### src/include/mgp_pkg.sv
// Constants, field layouts and carrier types of the multifunction pin bank.
// Assumes a 32-bit APB register port and a 200 MHz core clock.
package mgp_pkg;

    localparam int unsigned MGP_N_PINS = 16;
    localparam int unsigned MGP_N_REF  = 8;
    localparam int unsigned MGP_N_DPLL = 4;
    localparam int unsigned MGP_N_DCO  = 8;
    localparam int unsigned MGP_N_OUT  = 12;
    localparam int unsigned MGP_REF_IW  = 3;
    localparam int unsigned MGP_DPLL_IW = 2;
    localparam int unsigned MGP_DCO_IW  = 3;
    localparam int unsigned MGP_STK_W   = 2 * MGP_N_DPLL;
    localparam int unsigned MGP_AW      = 12;

    // Register map, byte addresses
    localparam logic [MGP_AW-1:0] MGP_PIN_SPAN   = 12'h080;
    localparam logic [MGP_AW-1:0] MGP_GLOB_CTRL  = 12'h080;
    localparam logic [MGP_AW-1:0] MGP_STICKY     = 12'h084;
    localparam logic [MGP_AW-1:0] MGP_ALERT_EN   = 12'h088;
    localparam logic [MGP_AW-1:0] MGP_GPI_STAT   = 12'h08C;
    localparam logic [MGP_AW-1:0] MGP_LIVE_STAT  = 12'h090;
    localparam int unsigned       MGP_PIDX_LSB   = 3;
    localparam int unsigned       MGP_PIDX_W     = 4;
    localparam int unsigned       MGP_WSEL_BIT   = 2;

    // Per-pin configuration word fields
    localparam int unsigned MGP_F_MODE = 0;
    localparam int unsigned MGP_F_EN   = 4;
    localparam int unsigned MGP_F_OD   = 5;
    localparam int unsigned MGP_F_PD   = 6;
    localparam int unsigned MGP_F_INV  = 7;
    localparam int unsigned MGP_F_LVL  = 8;
    localparam int unsigned MGP_F_SEL  = 12;
    localparam int unsigned MGP_SEL_W  = 4;
    localparam int unsigned MGP_F_GEN  = 0;

    typedef enum logic [3:0] {
        MGP_M_GPI       = 4'h0,
        MGP_M_GPO       = 4'h1,
        MGP_M_LOS       = 4'h2,
        MGP_M_LOL_LIVE  = 4'h3,
        MGP_M_LOL_STK   = 4'h4,
        MGP_M_HO_LIVE   = 4'h5,
        MGP_M_HO_STK    = 4'h6,
        MGP_M_ALERT     = 4'h7,
        MGP_M_OUT_DIS   = 4'h8,
        MGP_M_SE_CLK    = 4'h9,
        MGP_M_MAN_SEL   = 4'hA,
        MGP_M_INC       = 4'hB,
        MGP_M_DEC       = 4'hC,
        MGP_M_DISQ      = 4'hD
    } mgp_mode_t;

    typedef struct packed {
        logic [MGP_N_OUT-1:0] out_map;
        logic [MGP_SEL_W-1:0] sel;
        logic                 level;
        logic                 invert;
        logic                 pull_dn;
        logic                 open_drain;
        logic                 enable;
        mgp_mode_t            mode;
    } mgp_pin_cfg_t;

    localparam mgp_pin_cfg_t MGP_CFG_RST = '{
        out_map: '0, sel: '0, level: 1'b0, invert: 1'b0, pull_dn: 1'b0,
        open_drain: 1'b0, enable: 1'b1, mode: MGP_M_GPI};
    localparam logic MGP_GLOB_EN_RST = 1'b1;

    // Internal alarm sources feeding the pins
    typedef struct packed {
        logic [MGP_N_REF-1:0]  los;
        logic [MGP_N_DPLL-1:0] locked;
        logic [MGP_N_DPLL-1:0] holdover;
    } mgp_alarm_t;

    // Controls sent to the clock logic
    typedef struct packed {
        logic [MGP_N_OUT-1:0]  out_dis;
        logic [MGP_N_DPLL-1:0] man_act;
        logic [MGP_N_DPLL-1:0] man_hi;
        logic [MGP_N_DCO-1:0]  inc;
        logic [MGP_N_DCO-1:0]  dec;
        logic [MGP_N_REF-1:0]  disq;
        logic [MGP_N_PINS-1:0] se_en;
    } mgp_ctl_t;

    typedef struct packed {
        logic [MGP_N_PINS-1:0] s1;
        logic [MGP_N_PINS-1:0] s2;
        logic [MGP_N_PINS-1:0] s3;
        logic [MGP_N_PINS-1:0] rise;
    } mgp_sync_state_t;

endpackage

### src/rtl/mgp_pin_sync.sv
// Two-stage synchroniser and rising-edge detector for every pin.
// Assumes pins are asynchronous to clock; outputs are registered.
`timescale 1ns/1ps
module mgp_pin_sync
    import mgp_pkg::*;
(
    input  wire logic                  clock,
    input  wire logic                  rst_b,
    input  wire logic [MGP_N_PINS-1:0] pin_i,
    output logic      [MGP_N_PINS-1:0] level_o,
    output logic      [MGP_N_PINS-1:0] rise_o
);

    mgp_sync_state_t st_q;
    mgp_sync_state_t st_d;

    always_comb begin
        st_d = st_q;
        for (int i = 0; i < MGP_N_PINS; i++) begin
            st_d.s1[i]   = pin_i[i];
            st_d.s2[i]   = st_q.s1[i];
            st_d.s3[i]   = st_q.s2[i];
            st_d.rise[i] = st_q.s2[i] & ~st_q.s3[i];
        end
    end

    always_ff @(posedge clock or negedge rst_b) begin
        if (!rst_b) begin
            st_q <= '0;
        end else begin
            st_q <= st_d;
        end
    end

    assign level_o = st_q.s2;
    assign rise_o  = st_q.rise;
endmodule

### src/rtl/mgp_gpio_bank.sv
// Bank of multifunction pins with its APB register file.
// Assumes alarm sources and reset_done come from the same clock domain.
//
// Functional notes
// Each pin independently takes any function
// Functions act only after reset completes
// Unprogrammed pin defaults to general input
// Input level readable in status register
// Output pin drives register level
// Same alarm configuration gives same output
// LOS pin high on monitor alarm, invertible
// LOS output is live, never latched
// Live lock pin high when unlocked
// Sticky lock change held until cleared
// Live holdover pin high in holdover
// Sticky holdover change held until cleared
// Alert is OR of enabled sticky bits
// Alert holds until all bits cleared
// Alert active high, invertible
// High pin disables mapped output clocks
// Per-pin map picks any output subset
// Software avoids conflicting single-ended clock
// Pin level picks high or low reference
// Rising edge applies one increment
// Rising edge applies one decrement
// High pin disqualifies preset reference
// Enable, open-drain or push-pull drive
// Pull-up or pull-down, pull-up at reset
// Global enable gates all alarm sources
// Inputs synchronised before any use
`timescale 1ns/1ps
module mgp_gpio_bank
    import mgp_pkg::*;
(
    input  wire logic                  clock,
    input  wire logic                  rst_b,
    input  wire logic                  psel,
    input  wire logic                  penable,
    input  wire logic                  pwrite,
    input  wire logic [MGP_AW-1:0]     paddr,
    input  wire logic [31:0]           pwdata,
    output logic      [31:0]           prdata,
    output logic                       pready,
    output logic                       pslverr,
    input  wire logic                  reset_done,
    input  wire mgp_alarm_t            alarm_i,
    input  wire logic [MGP_N_PINS-1:0] pin_i,
    output logic      [MGP_N_PINS-1:0] pin_o,
    output logic      [MGP_N_PINS-1:0] pin_oe,
    output logic      [MGP_N_PINS-1:0] pull_up_en,
    output logic      [MGP_N_PINS-1:0] pull_dn_en,
    output mgp_ctl_t                   ctl_o
);

    typedef struct packed {
        mgp_pin_cfg_t [MGP_N_PINS-1:0] cfg;
        logic                          glob_en;
        logic [MGP_STK_W-1:0]          sticky;
        logic [MGP_STK_W-1:0]          alert_en;
        logic [MGP_N_DPLL-1:0]         lock_prev;
        logic [MGP_N_DPLL-1:0]         ho_prev;
        logic [31:0]                   rdata;
        logic [MGP_N_PINS-1:0]         pin_o;
        logic [MGP_N_PINS-1:0]         pin_oe;
        logic [MGP_N_PINS-1:0]         pu;
        logic [MGP_N_PINS-1:0]         pd;
        mgp_ctl_t                      ctl;
    } mgp_bank_state_t;

    localparam mgp_bank_state_t MGP_BANK_RST = '{
        cfg: {MGP_N_PINS{MGP_CFG_RST}}, glob_en: MGP_GLOB_EN_RST,
        sticky: '0, alert_en: '0, lock_prev: '0, ho_prev: '0,
        rdata: '0, pin_o: '0, pin_oe: '0, pu: '1, pd: '0, ctl: '0};

    mgp_bank_state_t        st_q;
    mgp_bank_state_t        st_d;
    logic [MGP_N_PINS-1:0]  lvl;
    logic [MGP_N_PINS-1:0]  rise;
    logic [MGP_N_REF-1:0]   los_g;
    logic [MGP_N_DPLL-1:0]  nlock_g;
    logic [MGP_N_DPLL-1:0]  ho_g;
    logic [MGP_STK_W-1:0]   stk_ev;
    logic [MGP_STK_W-1:0]   stk_clr;
    logic                   alert;
    logic                   wr_en;
    logic                   rd_setup;
    logic                   pin_hit;
    logic                   mapped;
    logic [MGP_PIDX_W-1:0]  pidx;
    logic [MGP_N_PINS-1:0]  gpi_stat;

    mgp_pin_sync u_sync (
        .clock   (clock),
        .rst_b   (rst_b),
        .pin_i   (pin_i),
        .level_o (lvl),
        .rise_o  (rise)
    );

    // Alarm sources gated by the global enable
    assign los_g   = alarm_i.los & {MGP_N_REF{st_q.glob_en}};
    assign nlock_g = ~alarm_i.locked & {MGP_N_DPLL{st_q.glob_en}};
    assign ho_g    = alarm_i.holdover & {MGP_N_DPLL{st_q.glob_en}};
    assign stk_ev  = {alarm_i.holdover ^ st_q.ho_prev,
                      alarm_i.locked ^ st_q.lock_prev};
    assign alert   = |(st_q.sticky & st_q.alert_en);

    // APB decode
    assign wr_en    = psel & penable & pwrite;
    assign rd_setup = psel & ~penable & ~pwrite;
    assign pin_hit  = paddr < MGP_PIN_SPAN;
    assign pidx     = paddr[MGP_PIDX_LSB +: MGP_PIDX_W];
    assign mapped   = (paddr[1:0] == 2'h0) &&
                      (pin_hit || paddr == MGP_GLOB_CTRL ||
                       paddr == MGP_STICKY || paddr == MGP_ALERT_EN ||
                       paddr == MGP_GPI_STAT || paddr == MGP_LIVE_STAT);
    assign stk_clr  = (wr_en && mapped && paddr == MGP_STICKY) ?
                      pwdata[MGP_STK_W-1:0] : '0;

    always_comb begin
        for (int i = 0; i < MGP_N_PINS; i++) begin
            gpi_stat[i] = lvl[i] & st_q.cfg[i].enable;
        end
    end

    always_comb begin
        logic [31:0]  rd;
        mgp_pin_cfg_t c;
        logic         act;
        logic         val;
        logic         is_out;
        rd     = '0;
        c      = MGP_CFG_RST;
        act    = 1'b0;
        val    = 1'b0;
        is_out = 1'b0;
        st_d   = st_q;

        // Register reads, captured in the setup cycle
        c = st_q.cfg[pidx];
        if (pin_hit && !paddr[MGP_WSEL_BIT]) begin
            rd[MGP_F_MODE +: 4]         = c.mode;
            rd[MGP_F_EN]                = c.enable;
            rd[MGP_F_OD]                = c.open_drain;
            rd[MGP_F_PD]                = c.pull_dn;
            rd[MGP_F_INV]               = c.invert;
            rd[MGP_F_LVL]               = c.level;
            rd[MGP_F_SEL +: MGP_SEL_W]  = c.sel;
        end else if (pin_hit) begin
            rd[MGP_N_OUT-1:0] = c.out_map;
        end else if (paddr == MGP_GLOB_CTRL) begin
            rd[MGP_F_GEN] = st_q.glob_en;
        end else if (paddr == MGP_STICKY) begin
            rd[MGP_STK_W-1:0] = st_q.sticky;
        end else if (paddr == MGP_ALERT_EN) begin
            rd[MGP_STK_W-1:0] = st_q.alert_en;
        end else if (paddr == MGP_GPI_STAT) begin
            rd[MGP_N_PINS-1:0] = gpi_stat;
        end else if (paddr == MGP_LIVE_STAT) begin
            rd[MGP_STK_W-1:0] = {ho_g, nlock_g};
        end
        if (rd_setup) begin
            st_d.rdata = mapped ? rd : '0;
        end

        // Register writes, taken in the access cycle
        if (wr_en && mapped) begin
            if (pin_hit && !paddr[MGP_WSEL_BIT]) begin
                st_d.cfg[pidx].mode       =
                    mgp_mode_t'(pwdata[MGP_F_MODE +: 4]);
                st_d.cfg[pidx].enable     = pwdata[MGP_F_EN];
                st_d.cfg[pidx].open_drain = pwdata[MGP_F_OD];
                st_d.cfg[pidx].pull_dn    = pwdata[MGP_F_PD];
                st_d.cfg[pidx].invert     = pwdata[MGP_F_INV];
                st_d.cfg[pidx].level      = pwdata[MGP_F_LVL];
                st_d.cfg[pidx].sel        =
                    pwdata[MGP_F_SEL +: MGP_SEL_W];
            end else if (pin_hit) begin
                st_d.cfg[pidx].out_map = pwdata[MGP_N_OUT-1:0];
            end else if (paddr == MGP_GLOB_CTRL) begin
                st_d.glob_en = pwdata[MGP_F_GEN];
            end else if (paddr == MGP_ALERT_EN) begin
                st_d.alert_en = pwdata[MGP_STK_W-1:0];
            end
        end

        // Sticky change bits: a new event wins over a clear
        st_d.lock_prev = alarm_i.locked;
        st_d.ho_prev   = alarm_i.holdover;
        st_d.sticky    = (st_q.sticky & ~stk_clr) |
                         (stk_ev & {MGP_STK_W{st_q.glob_en}});

        // Per-pin function, shared sources keep equal pins equal
        st_d.ctl.out_dis = '0;
        st_d.ctl.man_act = '0;
        st_d.ctl.man_hi  = '0;
        st_d.ctl.inc     = '0;
        st_d.ctl.dec     = '0;
        st_d.ctl.disq    = '0;
        for (int i = 0; i < MGP_N_PINS; i++) begin
            c      = st_q.cfg[i];
            act    = reset_done & c.enable;
            val    = 1'b0;
            is_out = 1'b1;
            case (c.mode)
                MGP_M_GPO: begin
                    val = c.level;
                end
                MGP_M_LOS: begin
                    val = los_g[c.sel[MGP_REF_IW-1:0]] ^ c.invert;
                end
                MGP_M_LOL_LIVE: begin
                    val = nlock_g[c.sel[MGP_DPLL_IW-1:0]] ^ c.invert;
                end
                MGP_M_LOL_STK: begin
                    val = st_q.sticky[c.sel[MGP_DPLL_IW-1:0]]
                          ^ c.invert;
                end
                MGP_M_HO_LIVE: begin
                    val = ho_g[c.sel[MGP_DPLL_IW-1:0]] ^ c.invert;
                end
                MGP_M_HO_STK: begin
                    val = st_q.sticky[MGP_N_DPLL + 32'(c.sel[MGP_DPLL_IW-1:0])]
                          ^ c.invert;
                end
                MGP_M_ALERT: begin
                    val = alert ^ c.invert;
                end
                MGP_M_OUT_DIS: begin
                    is_out = 1'b0;
                    if (act && lvl[i]) begin
                        st_d.ctl.out_dis = st_d.ctl.out_dis
                                           | c.out_map;
                    end
                end
                MGP_M_MAN_SEL: begin
                    is_out = 1'b0;
                    if (act) begin
                        st_d.ctl.man_act[c.sel[MGP_DPLL_IW-1:0]] = 1'b1;
                        if (lvl[i]) begin
                            st_d.ctl.man_hi[c.sel[MGP_DPLL_IW-1:0]] =
                                1'b1;
                        end
                    end
                end
                MGP_M_INC: begin
                    is_out = 1'b0;
                    if (act && rise[i]) begin
                        st_d.ctl.inc[c.sel[MGP_DCO_IW-1:0]] = 1'b1;
                    end
                end
                MGP_M_DEC: begin
                    is_out = 1'b0;
                    if (act && rise[i]) begin
                        st_d.ctl.dec[c.sel[MGP_DCO_IW-1:0]] = 1'b1;
                    end
                end
                MGP_M_DISQ: begin
                    is_out = 1'b0;
                    if (act && lvl[i]) begin
                        st_d.ctl.disq[c.sel[MGP_REF_IW-1:0]] = 1'b1;
                    end
                end
                default: begin
                    is_out = 1'b0;
                end
            endcase
            st_d.ctl.se_en[i] = act && c.mode == MGP_M_SE_CLK;
            st_d.pin_o[i]  = c.open_drain ? 1'b0 : val;
            st_d.pin_oe[i] = act & is_out &
                             (~c.open_drain | ~val);
            st_d.pu[i]     = ~c.pull_dn;
            st_d.pd[i]     = c.pull_dn;
        end
    end

    always_ff @(posedge clock or negedge rst_b) begin
        if (!rst_b) begin
            st_q <= MGP_BANK_RST;
        end else begin
            st_q <= st_d;
        end
    end

    assign prdata     = st_q.rdata;
    assign pready     = 1'b1;
    assign pslverr    = psel & penable & ~mapped;
    assign pin_o      = st_q.pin_o;
    assign pin_oe     = st_q.pin_oe;
    assign pull_up_en = st_q.pu;
    assign pull_dn_en = st_q.pd;
    assign ctl_o      = st_q.ctl;

    // Checks, per-pin ones watched on pin 0
    mgp_pin_cfg_t c0;
    logic         act0;
    assign c0   = st_q.cfg[0];
    assign act0 = reset_done & c0.enable;
endmodule

### config.mk
export PLATFORM = sky130hd
export DESIGN_NAME = mgp_gpio_bank
export DESIGN_NICKNAME = d
export VERILOG_FILES = /design/src/include/mgp_pkg.sv /design/src/rtl/mgp_pin_sync.sv /design/src/rtl/mgp_gpio_bank.sv
export SDC_FILE = /design/constraint.sdc
export NUM_CORES = 2
export LEC_CHECK = 0
export BUFFER_PORTS_ARGS = -buffer_cell sky130_fd_sc_hd__buf_2
export CAP_MARGIN = 30
export CELL_PAD_IN_SITES_DETAIL_PLACEMENT = 1
export CELL_PAD_IN_SITES_GLOBAL_PLACEMENT = 2
export CORE_UTILIZATION = 42
export CTS_CLUSTER_SIZE = 12
export DETAILED_ROUTE_END_ITERATION = 8
export PLACE_DENSITY_LB_ADDON = 0.1
export SETUP_SLACK_MARGIN = 0.3
export SYNTH_ARGS = -nofsm -noshare
export SYNTH_HDL_FRONTEND = slang
export SYNTH_SLANG_ARGS = --single-unit
### constraint.sdc
create_clock -name clock -period 3.24 [get_ports clock]
set_input_delay 0.81 -clock clock [delete_from_list [all_inputs] [get_ports clock]]
set_output_delay 0.81 -clock clock [all_outputs]
set_load 0.01 [all_outputs]
== Yosys cells after proc, flatten, opt, wreduce, memory -nomap -nowiden ==
Index checks and enable logic that the tools add are counted.

* Register bits after elaboration: 645
* Bits in latches: 0
* Memory bits (writable): 0
* Bits in read-only memories: 0
* Input bits: 82
* Memories: 0

* $add $sub $neg: 16
* Multiply operators: 0
* Divide/modulo/power cells: 0
* $lt $le $gt $ge: 99
* Equal/unequal tests: 213
* Shift operators: 0
* Mux-type cells: 491
* Bitwise gates (word level): 368
* Reduce and logical (&&, ||, !) cells: 113

{| class="wikitable"
|+ Operator list
! kind !! count
|-
| 400-bit bitwise mux || 8
|-
| 8-bit two-way mux || 136
|-
| 25-bit demux with 4-bit select || 8
|-
| 400-bit two-way mux || 2
|-
| 12-bit two-way mux || 33
|-
| 4-bit == test, second input constant || 96
|-
| 8-bit OR || 46
|-
| 4-bit by 3-bit == test with 1-bit output, second input constant || 64
|-
| 12-bit OR || 15
|-
| 1-bit two-way mux || 145
|-
| 4-bit by 2-bit == test with 1-bit output, second input constant || 32
|-
| 4-bit OR || 30
|-
| 1-bit one-hot mux with 7 select lines || 16
|-
| 7-bit OR reduction || 16
|-
| 25-bit binary-select mux with 4-bit select || 1
|-
| 1-bit binary-select mux with 2-bit select || 48
|-
| 1-bit binary-select mux with 3-bit select || 32
|-
| 1-bit XOR || 96
|-
| 1-bit AND || 85
|-
| 1-bit logical AND || 85
|-
| 4-bit two-way mux || 19
|-
| 1-bit NOT || 70
|-
| 3-bit by 2-bit adder with 4-bit output, first input constant || 16
|-
| 4-bit by 1-bit == test with 1-bit output, second input constant || 16
|-
| 35 further kinds || 185
|}

== Depth between registers and ports, before layout ==
* Word-level depth: 67
* Depth in mapped cells: 11

== Cells and area by module ==
From an unflattened synthesis, not the netlist that was laid out.

* Cell total of the unflattened synthesis: 3360
* Area total of the unflattened synthesis: 37501.0 um^2

{| class="wikitable"
|+ By module, submodules not included
! module !! times used !! cells each !! area each (um^2)
|-
| mgp_gpio_bank || 1 || 3248 || 35439.0
|-
| mgp_pin_sync || 1 || 112 || 2062.0
|}

== Least setup slack after synthesis ==
Ideal clock, no wire load.

* Path type: input to register
* From: in paddr[3]
* To: reg st_q (netlist bit prdata[6])
* Library setup time: 128 ps
* Arrival time: 3111 ps
* Data required time: 3112 ps
* Path slack: 2 ps
* Stages: 7
* Buffers on the path: 3
* Cell sequence: clkbuf_1 > buf_1 > buf_2 > mux4_2 > mux4_2 > o211ai_1 > o21ai_0

* Cells in the longest elaborated chain, start to end: 9
* Elaborated cells between the ends (all ways): 23

{| class="wikitable"
|+ Ends and longest elaborated chain
! item !! line !! text
|-
| start: declaration || mgp_gpio_bank.sv:40 || <nowiki>input wire logic [MGP_AW-1:0] paddr,</nowiki>
|-
| 12-bit by 8-bit == test with 1-bit output || mgp_gpio_bank.sv:116, mgp_gpio_bank.sv:159 ||
|-
| 8-bit two-way mux || mgp_gpio_bank.sv:159 || <nowiki>end else if (paddr == MGP_LIVE_STAT) begin</nowiki>
|-
| 8-bit two-way mux || mgp_gpio_bank.sv:157 || <nowiki>end else if (paddr == MGP_GPI_STAT) begin</nowiki>
|-
| 8-bit two-way mux || mgp_gpio_bank.sv:155 || <nowiki>end else if (paddr == MGP_ALERT_EN) begin</nowiki>
|-
| 8-bit two-way mux || mgp_gpio_bank.sv:153 || <nowiki>end else if (paddr == MGP_STICKY) begin</nowiki>
|-
| 15-bit two-way mux || mgp_gpio_bank.sv:151 || <nowiki>end else if (paddr == MGP_GLOB_CTRL) begin</nowiki>
|-
| 12-bit two-way mux || mgp_gpio_bank.sv:149 || <nowiki>end else if (pin_hit) begin</nowiki>
|-
| 9-bit two-way mux || mgp_gpio_bank.sv:141 || <nowiki>if (pin_hit && !paddr[MGP_WSEL_BIT]) begin</nowiki>
|-
| 16-bit two-way mux * || mgp_gpio_bank.sv:163 || <nowiki>st_d.rdata = mapped ? rd : '0;</nowiki>
|-
| end signal: assignment || mgp_gpio_bank.sv:281 || <nowiki>st_q <= st_d;</nowiki>
|-
| end: declaration || mgp_gpio_bank.sv:75 || <nowiki>mgp_bank_state_t st_q;</nowiki>
|}

Every way passes the cells marked *; elsewhere a longest branch is shown, timed or not. The select of a mux whose other input is x is not followed.
A chain may end at the register's enable or synchronous reset.

==> impl_metrics.csv <==
group,metric,value,unit
timing,grt_setup_unrepaired,"true",
run,drv_cap,0,
synth,synth-edff-count,0,
timing,fin_ws,231,ps
clock_network,cts_sinks,629,
timing,slew_violations,0,
place,hpwl,143,mm
timing,timing.hold.ws,58.3,ps
grt,grt_pass1_vias,34300,
cells_and_area,syn_to_final_growth,20.0,%
place,place_congestion,1.03,
synth,synth_most_common_cell,"dfrtp_1",
floorplanning,die_x,299,µm
cells_and_area,fin_cells,4812,
routing,wl,192,mm
floorplanning,rows,108,
place,pre_cts_slack,-362,ps
cells_and_area,fin_nets,3670,
critical_path,critical_path_arrival,3540,ps
clock_network,htreeDepth,3,
critical_path,path_max_fanout,8,
routing,drtIter0Drc,4047,
routing,vias_per_cell,6.89,
synth,syn_area,0.0372,mm²
floorplanning,ios,240,
routing,vias,33200,
clock_network,numCtsBuffers,75,
synth,synth_top_area_share,40.1,%
cells_and_area,finalInstanceArea,0.0446,mm²
synth,yosysWarnings,0,
critical_path,cp-start-kind,"input port",
clock_network,cts_tree,"built",
clock_network,root_buffer,"clkbuf_16",
pwr,p_leak,19.8,nW
timing,setup_viol_count_final,0,
clock_network,clockBufferDepth,3,
cells_and_area,final_util,51.2,%
grt,antenna_found_initial,6,
pwr,ir_drop,0.525,mV
cells_and_area,drive_gt1_share,42.9,%
critical_path,worstPathRequired,3770,ps
grt,grt_use_total,42.7,%
synth,syn-instance-count,3249,
clock_network,clkSlewWorstSetupHoldPaths,60,ps
grt,grt_max_degree,112,
synth,synth_cell_type_count,86,
critical_path,critPathKind,"input port to register",
routing,antenna_left,0,
timing,period_needed,3010,ps
synth,yosysTopAreaCell,"dfrtp_1",
grt,grt_pass1_wl,270,mm
routing,wl_per_cell,39.9,µm
routing,drtPass1Iterations,8,
timing,timing_worst_slew_pin_value,1080,ps
floorplanning,fp.coreArea,0.0872,mm²
place,place_inst,4658,
timing,clock_skew,41.8,ps
pwr,power.density,409,mW/mm²
critical_path,cp-end-kind,"register",
worst_hold_path,hold_path.class,"input port to async pin",
synth,async_flop_share,100,%
outcome,status,"finished clean",
place,dpl_cell_area,0.0416,mm²
floorplanning,start_util,42.6,%
synth,synth_seq_area_share,42.5,%
timing,fmax,332,MHz
timing,finalCritPeriodShare,92.9,%
timing,hold_viol_final,0,
place,port_buffers,206,
synth,synth_ff_type,"dfrtp_1",
floorplanning,die_area,0.0897,mm²
synth,yosys-top-cells-count,"dfrtp_1 (596), mux2_2 (418), clkbuf_1 (219)",
timing,maxSlewHeadroom,28.2,%
synth,syn_avg_cell_area,11.4,µm²
clock_network,clk_latency,700,ps
synth,yosys-top-cells-area,"dfrtp_1 (40%), mux2_2 (13%), mux4_2 (13%), buf_4 (3.2%), dfstp_2 (2.3%)",
grt,grt_overflow_total,0,
floorplanning,die_h,299,µm
routing,drc,0,
synth,synth_seq_cells,629,
cell type report:
class / count / area, µm²
Inverter: 46 / 173
Fill cell: 9060 / 42600
Tap cell: 1155 / 1450
Antenna cell: 7 / 17.5
Timing Repair Buffer: 697 / 5320
Multi-Input combinational cell: 2139 / 19100
Clock inverter: 36 / 533
Clock buffer: 103 / 2170
Sequential cell: 629 / 15800
cell usage in the layout, fill, tap and decap left out, types with 52 or more instances in the layout:
cell         n
dfrtp_1    584
buf_4      444
mux2_2     418
nand2_1    217
mux4_2     212
buf_2      203
nor2_1     146
o22ai_1     99
nor2b_1     86
nand3_1     83
clkbuf_16   78
o21ai_0     75
a22oi_1     62
nor3_1      58
a21oi_1     52
through the flow:
| step | power, mW | TNS [ps] |
|---|---|---|
| after CTS | 18.3 | 0 |
| final | 18.2 | 0 |
| after global placement | 8.97 | -2160 |
| after floorplan | 8.45 | 0 |
| after detailed placement | 9.00 | -4190 |
| after global routing | 18.6 | 0 |
worst paths after layout:
kind	startpoint	end	slack (ps)	cells past startpoint
min reg2reg	u_sync.st_d[47]	u_sync.level_o[15]	350	0
max in group asynchronous	rst_b	pull_dn_en[13]	2210	2
min	rst_b	st_q[331]	60	1
max	reset_done	ctl_o[27]	230	11
max reg2reg	st_q[565]	ctl_o[27]	250	7
min in group clock	pin_i[13]	u_sync.st_d[45]	220	1
logic make-up after synthesis:
group                  Yosys count  synth area share (%)
buffers and inverters          497                  6.76
AO/OA/AOI/OAI                  565                  11.1
flip-flops                     629                  42.5
XOR/XNOR                        15                 0.353
multiplexers                   662                  26.9
other                            2                0.0202
AND/OR/NAND/NOR                879                  12.4
repair_timing:
action | 4_1_cts | 5_1_grt
hold buffers | 0 | 0
setup buffers | 2 | 4
setup endpoints to repair | 10 | 22
cloned | 0 | 2
pin swaps | 3 | 11
gates resized for setup | 10 | 42
report_power, final:
part	switching, mW	internal, mW
clock	3.78	5.56
sequential	0.0522	7.91
combinational	0.639	0.280
total	4.47	13.8
routing by layer:
metal | part of all wire (%) | vias up | track usage, %
li1 | - | 12900 | -
met1 | 36 | 17200 | 51.6
met2 | 46 | 2312 | 67.5
met3 | 8.8 | 751 | 9.44
met4 | 9.1 | 0 | 31.4
met5 | 0 | - | 0
state kept, by name, summed over array words and instances (netlist names):
name,count
pin_oe,16
pin_o,16
ctl_o,60
st_d,15
u_sync.st_d,16
st_q,385
u_sync.level_o,16
prdata,16
pull_up_en,16
u_sync.rise_o,16
c0,25
u_sync.st_q,16
pull_dn_en,16
critical path: stages:
cell and delay [ps]:
buf_2 200, buf_12 190, nand3_1 80, nor2_1 80, and3_1 340, a222oi_1 750
buf_4 220, o211ai_1 160, nor4_2 320, buf_4 220, nand4_1 140
Note: power is estimated with default switching activity, not from simulation.
